**src/hw/ucf_map.svh**
```systemverilog
// Purpose: named constants of the clock and frame formatter
// Assumes: included by the buffer and top design files of the block; the package does not include it
// Notes: definitions only
//
// Notes on behaviour
// - five clock modes: async normal, async double, sync master, slave, SPI
// - internal generator everywhere except sync slave, which uses the pin
// - period setting is unsigned twelve bits, 0 through 4095
// - signed scale -7..+7 trims the generated rate fractionally
// - async normal: clock over 2^s*16*(p+1), or 16*(2^s*p+1) when s<0
// - double speed uses eight in place of sixteen
// - sync master and SPI bit clock is clock over 2*(p+1)
// - double speed takes eight samples per bit instead of sixteen
// - slave clock sampled by system clock; partner keeps it below quarter
// - clock pin driven in master modes, released in slave mode
// - receive sampled on edge opposite to transmit change; invert swaps
// - SPI master uses only the internal clock, sync master rate
// - invert and phase select SPI modes 0 to 3
// - frames of 5..9 data bits, none/even/odd parity, one or two stops
// - low start, data lsb first, optional parity, high stops
// - next start follows the stops directly or the line idles high
// - even parity is one for odd ones count; odd parity the reverse
// - SPI frames are eight bits, msb or lsb first
`ifndef UCF_MAP_SVH
`define UCF_MAP_SVH
`define UCF_OVS_NORMAL 5'h10
`define UCF_OVS_DOUBLE 5'h08
`define UCF_SPI_BITS   4'h8
`define UCF_DATA_MIN   4'h5
`define UCF_DATA_MAX   4'h9
`define UCF_PAR_NONE   2'h0
`define UCF_PAR_EVEN   2'h1
`define UCF_PAR_ODD    2'h2
`define UCF_LINE_IDLE  1'b1
`define UCF_LINE_START 1'b0
`define UCF_ACC_W      7
`define UCF_FRAME_W    13
`define UCF_BUF_DEPTH  2
`endif

```
**src/hw/ucf_pkg.sv**
```systemverilog
// Purpose: shared types of the clock and frame formatter
// Assumes: nothing
// Notes: mode codes are the values of the mode port
package ucf_pkg;
	// =====================================================
	// clock modes; double speed is a separate select
	typedef enum logic [1:0] {
		UCF_ASYNC,
		UCF_SYNC_MASTER,
		UCF_SYNC_SLAVE,
		UCF_SPI_MASTER
	} ucf_mode_t;
	// frame shifter states
	typedef enum logic {
		UCF_ST_IDLE,
		UCF_ST_SHIFT
	} ucf_state_t;
endpackage

```
**src/hw/ucf_buf.sv**
```systemverilog
// Purpose: two-entry valid/ready buffer in the transmit data path
// Assumes: one clock, async active-low reset
// Notes: all outputs are registered
`timescale 1ns/100ps
`include "ucf_map.svh"
module ucf_buf #(
	parameter int W     = 9,
	parameter int DEPTH = `UCF_BUF_DEPTH
) (
	input  wire logic         sys_clk_i,   // system clock
	input  wire logic         nrst_i,      // async reset, low
	input  wire logic         clk_en_i,    // freezes state when low
	input  wire logic         in_valid_i,  // word offered
	input  wire logic [W-1:0] in_data_i,   // offered word
	output logic              in_ready_o,  // room for a word
	output logic              out_valid_o, // head word present
	output logic [W-1:0]      out_data_o,  // head word
	input  wire logic         out_ready_i  // head word taken
);
	// =====================================================
	// structure check
	if (DEPTH != 2 || W < 1) begin : g_bad
		$error("ucf_buf serves exactly two entries");
	end
	typedef struct packed {
		logic [W-1:0] e0;
		logic [W-1:0] e1;
		logic [1:0]   cnt;
		logic         rdy;
		logic         vld;
	} ucf_buf_t;
	localparam ucf_buf_t RST = '{e0: '0, e1: '0, cnt: 2'h0,
		rdy: 1'b1, vld: 1'b0};
	ucf_buf_t s, next_s;
	logic     push, pop;
	// =====================================================
	// pop shifts the tail forward; push fills the first free slot
	always_comb begin
		next_s = s;
		push = in_valid_i & s.rdy;
		pop = out_ready_i & s.vld;
		if (pop) begin
			next_s.e0 = s.e1;
			next_s.cnt = s.cnt - 2'h1;
		end
		if (push) begin
			if (next_s.cnt == 2'h0) begin
				next_s.e0 = in_data_i;
			end else begin
				next_s.e1 = in_data_i;
			end
			next_s.cnt = next_s.cnt + 2'h1;
		end
		next_s.rdy = (next_s.cnt != 2'h2); // full stalls the source
		next_s.vld = (next_s.cnt != 2'h0);
	end
	// state register
	always_ff @(posedge sys_clk_i or negedge nrst_i) begin
		if (!nrst_i) begin
			s <= RST;
		end else if (clk_en_i) begin
			s <= next_s;
		end
	end
	assign in_ready_o = s.rdy;
	assign out_valid_o = s.vld;
	assign out_data_o = s.e0;
endmodule // ucf_buf

```
**src/hw/ucf_top.sv**
```systemverilog
// Purpose: baud generation, transfer clock and frame shifting
// Assumes: settings held stable while busy; one 25 MHz system clock
// Notes: async reception recovery lives outside; this block gives it ticks
`timescale 1ns/100ps
`include "ucf_map.svh"
module ucf_top
	import ucf_pkg::*;
#(
	parameter int PERIOD_W = 12,
	parameter int DATA_W   = 9
) (
	input  wire logic                sys_clk_i,                // 25 MHz
	input  wire logic                nrst_i,                   // async, low
	input  wire logic                clk_en_i,                 // freeze
	input  wire ucf_mode_t           mode_i,                   // clock mode
	input  wire logic                double_speed_select_i,    // async x2
	input  wire logic [PERIOD_W-1:0] baud_period_setting_i,    // period
	input  wire logic signed [3:0]   baud_scale_exponent_i,    // -7..+7
	input  wire logic                pin_invert_setting_i,     // edge swap
	input  wire logic                spi_clock_phase_i,        // SPI phase
	input  wire logic                spi_lsb_first_i,          // SPI order
	input  wire logic [3:0]          data_bits_i,              // 5..9
	input  wire logic [1:0]          parity_mode_i,            // none/ev/odd
	input  wire logic                two_stop_i,               // two stops
	input  wire logic                tx_valid_i,               // word offered
	input  wire logic [DATA_W-1:0]   tx_data_i,                // word
	output logic                     tx_ready_o,               // buffer room
	input  wire logic                rx_data_pin_i,            // serial in
	input  wire logic                transfer_clock_pin_i,     // clock pin in
	output logic                     transfer_clock_o,         // clock pin out
	output logic                     transfer_clock_oe_n_o,    // low: drive
	output logic                     tx_pin_o,                 // serial out
	output logic                     sample_tick_o,            // oversample
	output logic                     baud_tick_o,              // bit pulse
	output logic                     rx_sample_o,              // bit strobe
	output logic                     rx_bit_o,                 // sampled bit
	output logic [7:0]               rx_data_o,                // SPI word
	output logic                     rx_valid_o,               // word pulse
	output logic                     busy_o                    // in frame
);
	// =====================================================
	// parameter checks
	localparam int CNT_W = PERIOD_W + 7;
	localparam int FW = `UCF_FRAME_W;
	if (PERIOD_W < 12 || PERIOD_W > 16 || DATA_W != 9) begin : g_bad
		$error("ucf_top needs a 12..16 bit period and 9-bit data");
	end

	typedef struct packed {
		logic                  xs1, xs2, xprev; // clock pin sync
		logic                  rs1, rs2;        // data pin sync
		ucf_state_t            st;
		logic [CNT_W-1:0]      cnt;
		logic [`UCF_ACC_W-1:0] acc;
		logic [4:0]            ovs;
		logic                  ck, first;
		logic [3:0]            nleft;
		logic [FW-1:0]         frame;
		logic [7:0]            rxw;
		logic                  txd, transfer_clock_pin, xck_oe_n;
		logic                  btick, stick, rsmp, rbit;
		logic [7:0]            rdata;
		logic                  rvld, busy;
	} ucf_core_t;
	localparam ucf_core_t RST = '{st: UCF_ST_IDLE, frame: '1,
		txd: `UCF_LINE_IDLE, xck_oe_n: 1'b1, default: '0};

	ucf_core_t         s, next_s;
	logic              buf_valid, ld, done, tick, bit_tick;
	logic [DATA_W-1:0] buf_data;

	// =====================================================
	// functions
	// gap to the next oversample tick as {acc, count}
	function automatic logic [CNT_W+`UCF_ACC_W-1:0] f_reload(
		input logic [PERIOD_W-1:0]   per,
		input logic signed [3:0]     sc,
		input logic [`UCF_ACC_W-1:0] acc);
		logic [CNT_W-1:0]      sum;
		logic [CNT_W-1:0]      c;
		logic [`UCF_ACC_W-1:0] a;
		logic [3:0]            mag;
		sum = '0;
		mag = 4'(-sc);
		if (sc >= 0) begin
			c = (CNT_W'(per) + CNT_W'(1)) << sc[2:0];
			c = c - CNT_W'(1);
			a = acc;
		end else begin
			// fraction accumulates so gaps average 1 + p/2^k
			sum = CNT_W'(per) + CNT_W'(acc);
			c = sum >> mag[2:0];
			a = sum[`UCF_ACC_W-1:0] & ~(7'h7f << mag[2:0]);
		end
		return {a, c};
	endfunction

	// even parity is one when the ones count is odd
	function automatic logic f_parity(input logic [8:0] d,
		input logic [3:0] nb, input logic odd);
		logic p;
		p = odd;
		for (int i = 0; i < 9; i++) begin
			if (i < nb) begin
				p = p ^ d[i];
			end
		end
		return p;
	endfunction

	// =====================================================
	// load values for the next frame
	logic [3:0]    nb, ld_len;
	logic [FW-1:0] ld_frame;
	logic          master, slave, async_m, spi;
	always_comb begin
		master = (mode_i == UCF_SYNC_MASTER) || (mode_i == UCF_SPI_MASTER);
		slave = (mode_i == UCF_SYNC_SLAVE);
		async_m = (mode_i == UCF_ASYNC);
		spi = (mode_i == UCF_SPI_MASTER);
		// out of range widths are clamped, not rejected
		nb = data_bits_i;
		if (data_bits_i < `UCF_DATA_MIN) begin
			nb = `UCF_DATA_MIN;
		end else if (data_bits_i > `UCF_DATA_MAX) begin
			nb = `UCF_DATA_MAX;
		end
		ld_frame = '1; // stop bits are the ones left over
		if (spi) begin
			for (int i = 0; i < 8; i++) begin
				ld_frame[i] = spi_lsb_first_i ? buf_data[i] : buf_data[7-i];
			end
			ld_len = `UCF_SPI_BITS;
		end else begin
			ld_frame[0] = `UCF_LINE_START;
			for (int i = 0; i < 9; i++) begin
				if (i < nb) begin
					ld_frame[i+1] = buf_data[i];
				end
			end
			if (parity_mode_i != `UCF_PAR_NONE) begin
				ld_frame[nb+4'h1] = f_parity(buf_data, nb,
					parity_mode_i == `UCF_PAR_ODD);
			end
			ld_len = 4'h1 + nb + 4'((parity_mode_i != `UCF_PAR_NONE))
				+ (two_stop_i ? 4'h2 : 4'h1);
		end
	end

	// =====================================================
	// generator, edges and shifter
	logic [CNT_W+`UCF_ACC_W-1:0] rl;
	logic [4:0] ovs_lim;
	logic lead, trail, setup_lead, ms_setup, ms_sample;
	logic rise, fall, sl_setup, sl_sample, step, smp;
	always_comb begin
		next_s = s;
		next_s.stick = 1'b0;
		next_s.rsmp = 1'b0;
		next_s.rvld = 1'b0;
		// two-stage synchronisers, edges from stage two only
		next_s.xs1 = transfer_clock_pin_i;
		next_s.xs2 = s.xs1;
		next_s.xprev = s.xs2;
		next_s.rs1 = rx_data_pin_i;
		next_s.rs2 = s.rs1;
		rise = s.xs2 & ~s.xprev;
		fall = ~s.xs2 & s.xprev;
		// divider: masters count p+1 per half period
		tick = (s.cnt == '0);
		rl = f_reload(baud_period_setting_i, baud_scale_exponent_i, s.acc);
		if (tick) begin
			next_s.cnt = master ? CNT_W'(baud_period_setting_i)
				: rl[CNT_W-1:0];
			next_s.acc = master ? s.acc : rl[CNT_W +: `UCF_ACC_W];
			next_s.stick = ~master;
		end else begin
			next_s.cnt = s.cnt - CNT_W'(1);
		end
		// sixteen or eight samples per bit
		ovs_lim = double_speed_select_i ? `UCF_OVS_DOUBLE : `UCF_OVS_NORMAL;
		bit_tick = 1'b0;
		if (tick && !master) begin
			if (s.ovs >= ovs_lim - 5'h01) begin
				next_s.ovs = 5'h00;
				bit_tick = 1'b1;
			end else begin
				next_s.ovs = s.ovs + 5'h01;
			end
		end
		// master edges: leading leaves the idle level
		lead = master && tick && (s.st == UCF_ST_SHIFT) && !s.ck;
		trail = master && tick && (s.st == UCF_ST_SHIFT) && s.ck;
		if (lead || trail) begin
			next_s.ck = ~s.ck;
		end
		// sync master always sets up on leading edge
		setup_lead = !spi || spi_clock_phase_i;
		ms_setup = setup_lead ? lead : trail;
		ms_sample = setup_lead ? trail : lead;
		sl_setup = slave && (pin_invert_setting_i ? fall : rise);
		sl_sample = slave && (pin_invert_setting_i ? rise : fall);
		step = (async_m && bit_tick) || sl_setup;
		smp = ms_sample || sl_sample;
		if (smp) begin
			next_s.rsmp = 1'b1;
			next_s.rbit = s.rs2;
			next_s.rxw = spi_lsb_first_i ? {s.rs2, s.rxw[7:1]}
				: {s.rxw[6:0], s.rs2};
		end
		ld = 1'b0;
		done = 1'b0;
		unique case (s.st)
			UCF_ST_IDLE: begin
				// a slave only starts on a setup edge of the pin clock
				ld = buf_valid && (!slave || sl_setup);
			end
			UCF_ST_SHIFT: begin
				if (master) begin
					if (ms_setup) begin
						next_s.first = 1'b0;
						// a leading setup edge finds bit 0 already shown;
						// a trailing one must move on or bit 0 is sent twice
						if (!(s.first && setup_lead)) begin
							next_s.frame = {1'b1, s.frame[FW-1:1]};
						end
					end
					if (trail) begin
						if (s.nleft == 4'h1) begin
							done = 1'b1;
						end else begin
							next_s.nleft = s.nleft - 4'h1;
						end
					end
				end else if (step) begin
					if (s.nleft == 4'h1) begin
						done = 1'b1;
					end else begin
						next_s.frame = {1'b1, s.frame[FW-1:1]};
						next_s.nleft = s.nleft - 4'h1;
					end
				end
				// next start directly after the stops, else idle
				ld = done && buf_valid;
				if (done && !buf_valid) begin
					next_s.st = UCF_ST_IDLE;
					next_s.frame = '1;
				end
			end
		endcase
		if (done && spi) begin
			next_s.rdata = next_s.rxw;
			next_s.rvld = 1'b1;
		end
		if (ld) begin
			next_s.st = UCF_ST_SHIFT;
			next_s.frame = ld_frame;
			next_s.nleft = ld_len;
			next_s.first = 1'b1;
			// restart timing so the first bit has full length
			if (s.st == UCF_ST_IDLE) begin
				next_s.ovs = 5'h00;
				next_s.ck = 1'b0;
				next_s.cnt = master ? CNT_W'(baud_period_setting_i)
					: rl[CNT_W-1:0];
				// the fraction advances with the gap it produced
				next_s.acc = master ? s.acc
					: rl[CNT_W +: `UCF_ACC_W];
			end
		end
		next_s.btick = (async_m && bit_tick) || trail || sl_setup;
		next_s.txd = (next_s.st == UCF_ST_SHIFT) ? next_s.frame[0]
			: `UCF_LINE_IDLE;
		// pin driven only by masters; invert moves the idle level
		next_s.transfer_clock_pin = (master & next_s.ck) ^ pin_invert_setting_i;
		next_s.xck_oe_n = ~master;
		next_s.busy = (next_s.st == UCF_ST_SHIFT);
	end

	// state register; clock enable freezes everything
	always_ff @(posedge sys_clk_i or negedge nrst_i) begin
		if (!nrst_i) begin
			s <= RST;
		end else if (clk_en_i) begin
			s <= next_s;
		end
	end

	// =====================================================
	// transmit buffer, drained by frame loads
	ucf_buf #(.W(DATA_W), .DEPTH(`UCF_BUF_DEPTH)) u_buf (
		.sys_clk_i   (sys_clk_i),
		.nrst_i      (nrst_i),
		.clk_en_i    (clk_en_i),
		.in_valid_i  (tx_valid_i),
		.in_data_i   (tx_data_i),
		.in_ready_o  (tx_ready_o),
		.out_valid_o (buf_valid),
		.out_data_o  (buf_data),
		.out_ready_i (ld)
	);

	// outputs straight from the state register
	assign transfer_clock_o = s.transfer_clock_pin;
	assign transfer_clock_oe_n_o = s.xck_oe_n;
	assign tx_pin_o = s.txd;
	assign sample_tick_o = s.stick;
	assign baud_tick_o = s.btick;
	assign rx_sample_o = s.rsmp;
	assign rx_bit_o = s.rbit;
	assign rx_data_o = s.rdata;
	assign rx_valid_o = s.rvld;
	assign busy_o = s.busy;

	// =====================================================
	// checks
	a_idle_line_high: assert property (@(posedge sys_clk_i)
		disable iff (!nrst_i) !busy_o |-> tx_pin_o)
		else $error("line not high while idle");
	a_start_bit_low: assert property (@(posedge sys_clk_i)
		disable iff (!nrst_i)
		(clk_en_i && ld && s.st == UCF_ST_IDLE && !spi) |=> !tx_pin_o)
		else $error("frame did not open with a low start bit");
	a_spi_eight_bits: assert property (@(posedge sys_clk_i)
		disable iff (!nrst_i) (clk_en_i && ld && spi) |=> s.nleft == 4'h8)
		else $error("SPI frame not eight bits");
	a_even_parity: assert property (@(posedge sys_clk_i)
		disable iff (!nrst_i) (clk_en_i && ld && !spi && data_bits_i == 4'h8
		&& parity_mode_i == `UCF_PAR_EVEN)
		|=> s.frame[9] == ^($past(buf_data[7:0])))
		else $error("even parity bit wrong");
	a_master_drives: assert property (@(posedge sys_clk_i)
		disable iff (!nrst_i) (clk_en_i && master)
		|=> !transfer_clock_oe_n_o)
		else $error("master does not drive the clock pin");
	a_slave_release: assert property (@(posedge sys_clk_i)
		disable iff (!nrst_i) (clk_en_i && slave) |=> transfer_clock_oe_n_o)
		else $error("slave drives the clock pin");
	a_half_period: assert property (@(posedge sys_clk_i)
		disable iff (!nrst_i) (clk_en_i && master && s.cnt == '0)
		|=> s.cnt == CNT_W'($past(baud_period_setting_i)))
		else $error("master half period not p+1 cycles");
	a_slave_edge_only: assert property (@(posedge sys_clk_i)
		disable iff (!nrst_i) (clk_en_i && slave && s.st == UCF_ST_SHIFT
		&& s.xs2 == s.xprev) |=> s.nleft == $past(s.nleft))
		else $error("slave shifted without a pin edge");
	a_spi_idle_clock: assert property (@(posedge sys_clk_i)
		disable iff (!nrst_i) (clk_en_i && spi && s.st == UCF_ST_IDLE && !ld)
		|=> transfer_clock_o == $past(pin_invert_setting_i))
		else $error("SPI clock not at idle level");
	a_async_sample: assert property (@(posedge sys_clk_i)
		disable iff (!nrst_i) (clk_en_i && async_m && s.cnt == '0)
		|=> sample_tick_o)
		else $error("oversample tick missing");
endmodule // ucf_top

```
**config.mk**
```make
export PLATFORM = sky130hd
export DESIGN_NAME = ucf_top
export DESIGN_NICKNAME = d
export VERILOG_FILES = /design/src/hw/ucf_pkg.sv /design/src/hw/ucf_buf.sv /design/src/hw/ucf_top.sv
export VERILOG_INCLUDE_DIRS = /design/src /design/src/hw
export SDC_FILE = /design/constraint.sdc
export NUM_CORES = 1
export LEC_CHECK = 0
export ABC_CLOCK_PERIOD_IN_PS = 11400
export BUFFER_PORTS_ARGS = -buffer_cell sky130_fd_sc_hd__buf_4
export CORE_AREA = 2 2 134 202
export CTS_BUF_LIST = sky130_fd_sc_hd__clkbuf_16
export CTS_CLUSTER_DIAMETER = 120
export DETAILED_ROUTE_END_ITERATION = 6
export DIE_AREA = 0 0 136 204
export GPL_TIMING_DRIVEN = 1
export SKIP_CTS_REPAIR_TIMING = 1
export SYNTH_ARGS = -nofsm -noshare
export SYNTH_HDL_FRONTEND = slang
export SYNTH_SLANG_ARGS = --single-unit
export TNS_END_PERCENT = 30
```
**constraint.sdc**
```tcl
create_clock -name sys_clk_i -period 11.4 [get_ports sys_clk_i]
set_clock_uncertainty 0.05 [all_clocks]
set_input_delay 2.28 -clock sys_clk_i [delete_from_list [all_inputs] [get_ports sys_clk_i]]
set_output_delay 2.28 -clock sys_clk_i [all_outputs]
set_load 0.03 [all_outputs]
```
==> metrics.yaml <==
floorplan:
  core_area_sq_um: 26120
  rows: 73
  start_util_pct: 34.48
  die-area_sq_um: 27740
  die_h_microns: 204
  pin_count: 62
  die_x_microns: 136
pwr:
  p_leak_nw: 4.013
  irDropWorstVdd_mv: 0.1842
  power.density_nw_per_um2: 180.5
  seqPwrFrac_pct: 34.8
  intPower_mw: 0.9950
  power_frac_comb_pct: 47.9
  p_sw_mw: 0.7695
  power_frac_clock_pct: 17.3
  sw_frac_of_total_pct: 43.61
critical_path:
  r2r_cells: 15
  crit_type: "primary input to register"
  cp-start-kind: "primary input"
  end_kind: "register"
  crit_path_max_incr_delay_ns: 1.02
  cp.arrival_ns: 6.25
  cp_cell_sequence: "buf_4, clkinv_1, ha_1, clkinv_1, a211oi_1, o21ai_0, o21ai_0, nor3_1, or3_1"
  cp_slowest_cell: "ha_1"
  critPathRequiredTime_ns: 11.58
  critPathMaxFanout: 57
synthesis:
  yosysTopAreaCell: "dfrtp_1"
  syn_area_per_cell_sq_um: 8.007
  netlist_instances: 1125
  yosysSeqAreaShare_pct: 28.56
  async_flop_share_pct: 100.0
  ys_ff_latch: 102
  ys.flop_type: "dfrtp_1"
  synth_edf_count: 0
  syn-cell-area_sq_um: 9007
  netlist_top_cells_area: "dfrtp_1, o21ai_0, nand2_1"
  yosysWarnings: 0
  synth_top_cell_area_share_pct: 23.89
  synth_fp_nets: 1199
  synthTopCellsByCount: "nand2_1, o21ai_0, nor2_1"
  synth_cell_type_count: 91
  synth_most_common_cell: "nand2_1"
cells_and_area:
  design_area_sq_um: 9777
  n_antenna_cell: 0
  syn_to_final_growth_pct: 8.543
  drive_gt1_share_pct: 14.29
  nets: 1182
  nFillCells: 2747
global_routing:
  grt_pass1_wl_microns: 42550
  antenna_found_initial: 0
  grt-ovfl-total: 0
  grt_start_max_net_pins: 72
  grt_usage_pct: 18.91
  grt_pass1_vias: 8239
route:
  drc: 0
  vias: 8412
  finalWirelength_microns: 26070
  drtAntennaViolNets: 0
  wl_per_cell_microns: 17.98
  avgViaCountPerCell: 5.801
  drt-pass1-iter-count: 5
  drt_iter0_markers: 617
placed_design:
  place_ws_ns: 5.018
  placed_cell_area_sq_um: 9492
  post-dp-hpwl_microns: 19130
  io_buffer_count: 61
  place_congestion: 0.9283
timing:
  period_needed_ns: 6.070
  hold_ws_ns: 0.4190
  tightest_slew_ns: 1.117
  rsz0062_at_grt: "no"
  setup_viol: 0
  fmax_mhz: 164.8
  max_slew_margin_pct: 25.03
  finalSetupTns_ns: 0
  finalHoldViolations: 0
  setup_ws_ns: 5.330
  period_share_pct: 53.24
  slew_violations: 0
clock_tree:
  cts.clk_slew.worst_paths_ns: 0.07
  cts_tree: "done"
  clock_latency_ns: 0.36
  root_buffer: "clkbuf_16"
  cts_buffer_depth: 2
  clock_sinks: 102
  cts_buffers: 9
  htreeDepth: 3
worst_hold_path:
  hp-class: "register to register"
  holdPathStages: 2
job:
  maxCapViolCount: 0
run_status:
  status: "finished, final reports clean"
==> worst paths after layout <==
| check | start | end | slack, ns |
|---|---|---|---|
| min in group asynchronous | nrst_i | u_buf.s[5]$_DFFE_PN0P_ | 1.80 |
| min | s[37]$_DFFE_PN1P_ | s[37]$_DFFE_PN1P_ | 0.42 |
| min reg2reg | s[37]$_DFFE_PN1P_ | s[37]$_DFFE_PN1P_ | 0.42 |
| max | baud_scale_exponent_i[0] | s[62]$_DFFE_PN0P_ | 5.33 |
| max in group asynchronous | nrst_i | s[45]$_DFFE_PN0P_ | 8.21 |
| max reg2reg | s[56]$_DFFE_PN0P_ | u_buf.out_data_o[5]$_DFFE_PN0P_ | 6.51 |
==> power groups by stage <==
| stage | clock network, mW | logic, mW | registers [mW] |
|---|---|---|---|
| floorplan | 0 | 0.660 | 0.596 |
| global placement | 0 | 0.836 | 0.616 |
| detailed placement | 0 | 0.847 | 0.619 |
| CTS | 0.313 | 0.850 | 0.614 |
| global route | 0.328 | 0.951 | 0.631 |
| finish | 0.305 | 0.846 | 0.614 |
==> logic make-up after synthesis <==
kind of cell	synth area share, %
AO/OA/AOI/OAI	26.39
XOR/XNOR	4.070
adder cells (fa/ha/maj)	4.417
buffers and inverters	6.431
flip-flops	28.56
multiplexers	8.751
AND/OR/NAND/NOR	21.38
==> cell type report <==
class	count	area, sq um	area share [%]
multi-input cells	888	5856	59.89
flip-flops and latches	102	2572	26.31
repair buffers	64	480.5	4.914
well taps	337	421.7	4.313
clock buffers	9	225.2	2.304
inverters	43	161.4	1.651
clock inverters	7	60.06	0.6143
==> sequential cells by signal, indices dropped and copies added (netlist names), 3 cells and up <==
register and flops:
s 60, u_buf.s 11, u_buf.out_data_o 9, rx_data_o 8, next_s 3
==> worst max-delay path: cells and delay by family <==
kind                     cells  cell delay, ns
buffers and inverters        3            1.95
adder cells (fa/ha/maj)      1            1.02
AO/OA/AOI/OAI                3            0.62
AND/OR/NAND/NOR              2            0.38
==> placed cells by master (no fill, tap or decap), types with 9 or more instances in the layout <==
cell type	n
or2_2	10
o21ai_0	108
nand2b_1	13
nor2_1	95
ha_1	27
nand4_1	12
clkbuf_16	9
dfrtp_1	86
nor3_1	27
mux2_2	27
xnor2_1	31
inv_1	41
a31oi_1	10
nor4_1	14
nand3_1	39
o211ai_1	15
buf_4	64
o31ai_1	12
a21oi_1	61
xor2_1	9
dfstp_2	16
o22ai_1	22
a211oi_1	13
or3_1	17
nand2_1	116
o311ai_0	9
mux2i_1	29
a21o_1	14
==> metal layers <==
layer	part of all wire, %	track usage [%]
met5	0	0
met4	2.9	7.180
met3	3.3	1.711
met2	51	34.49
met1	43	22.67
==> per-stage QoR <==
step / power, mW / util, % / instances
3_5_place_dp: 1.466 / 36.33 / 1434
2_1_floorplan: 1.256 / - / 1125
6_report: 1.765 / 37.43 / 1450
4_1_cts: 1.776 / 37.43 / 1450
3_3_place_gp: 1.452 / 36.33 / 1434
5_1_grt: 1.910 / 37.43 / 1450
(Power assumes the default switching activity.)
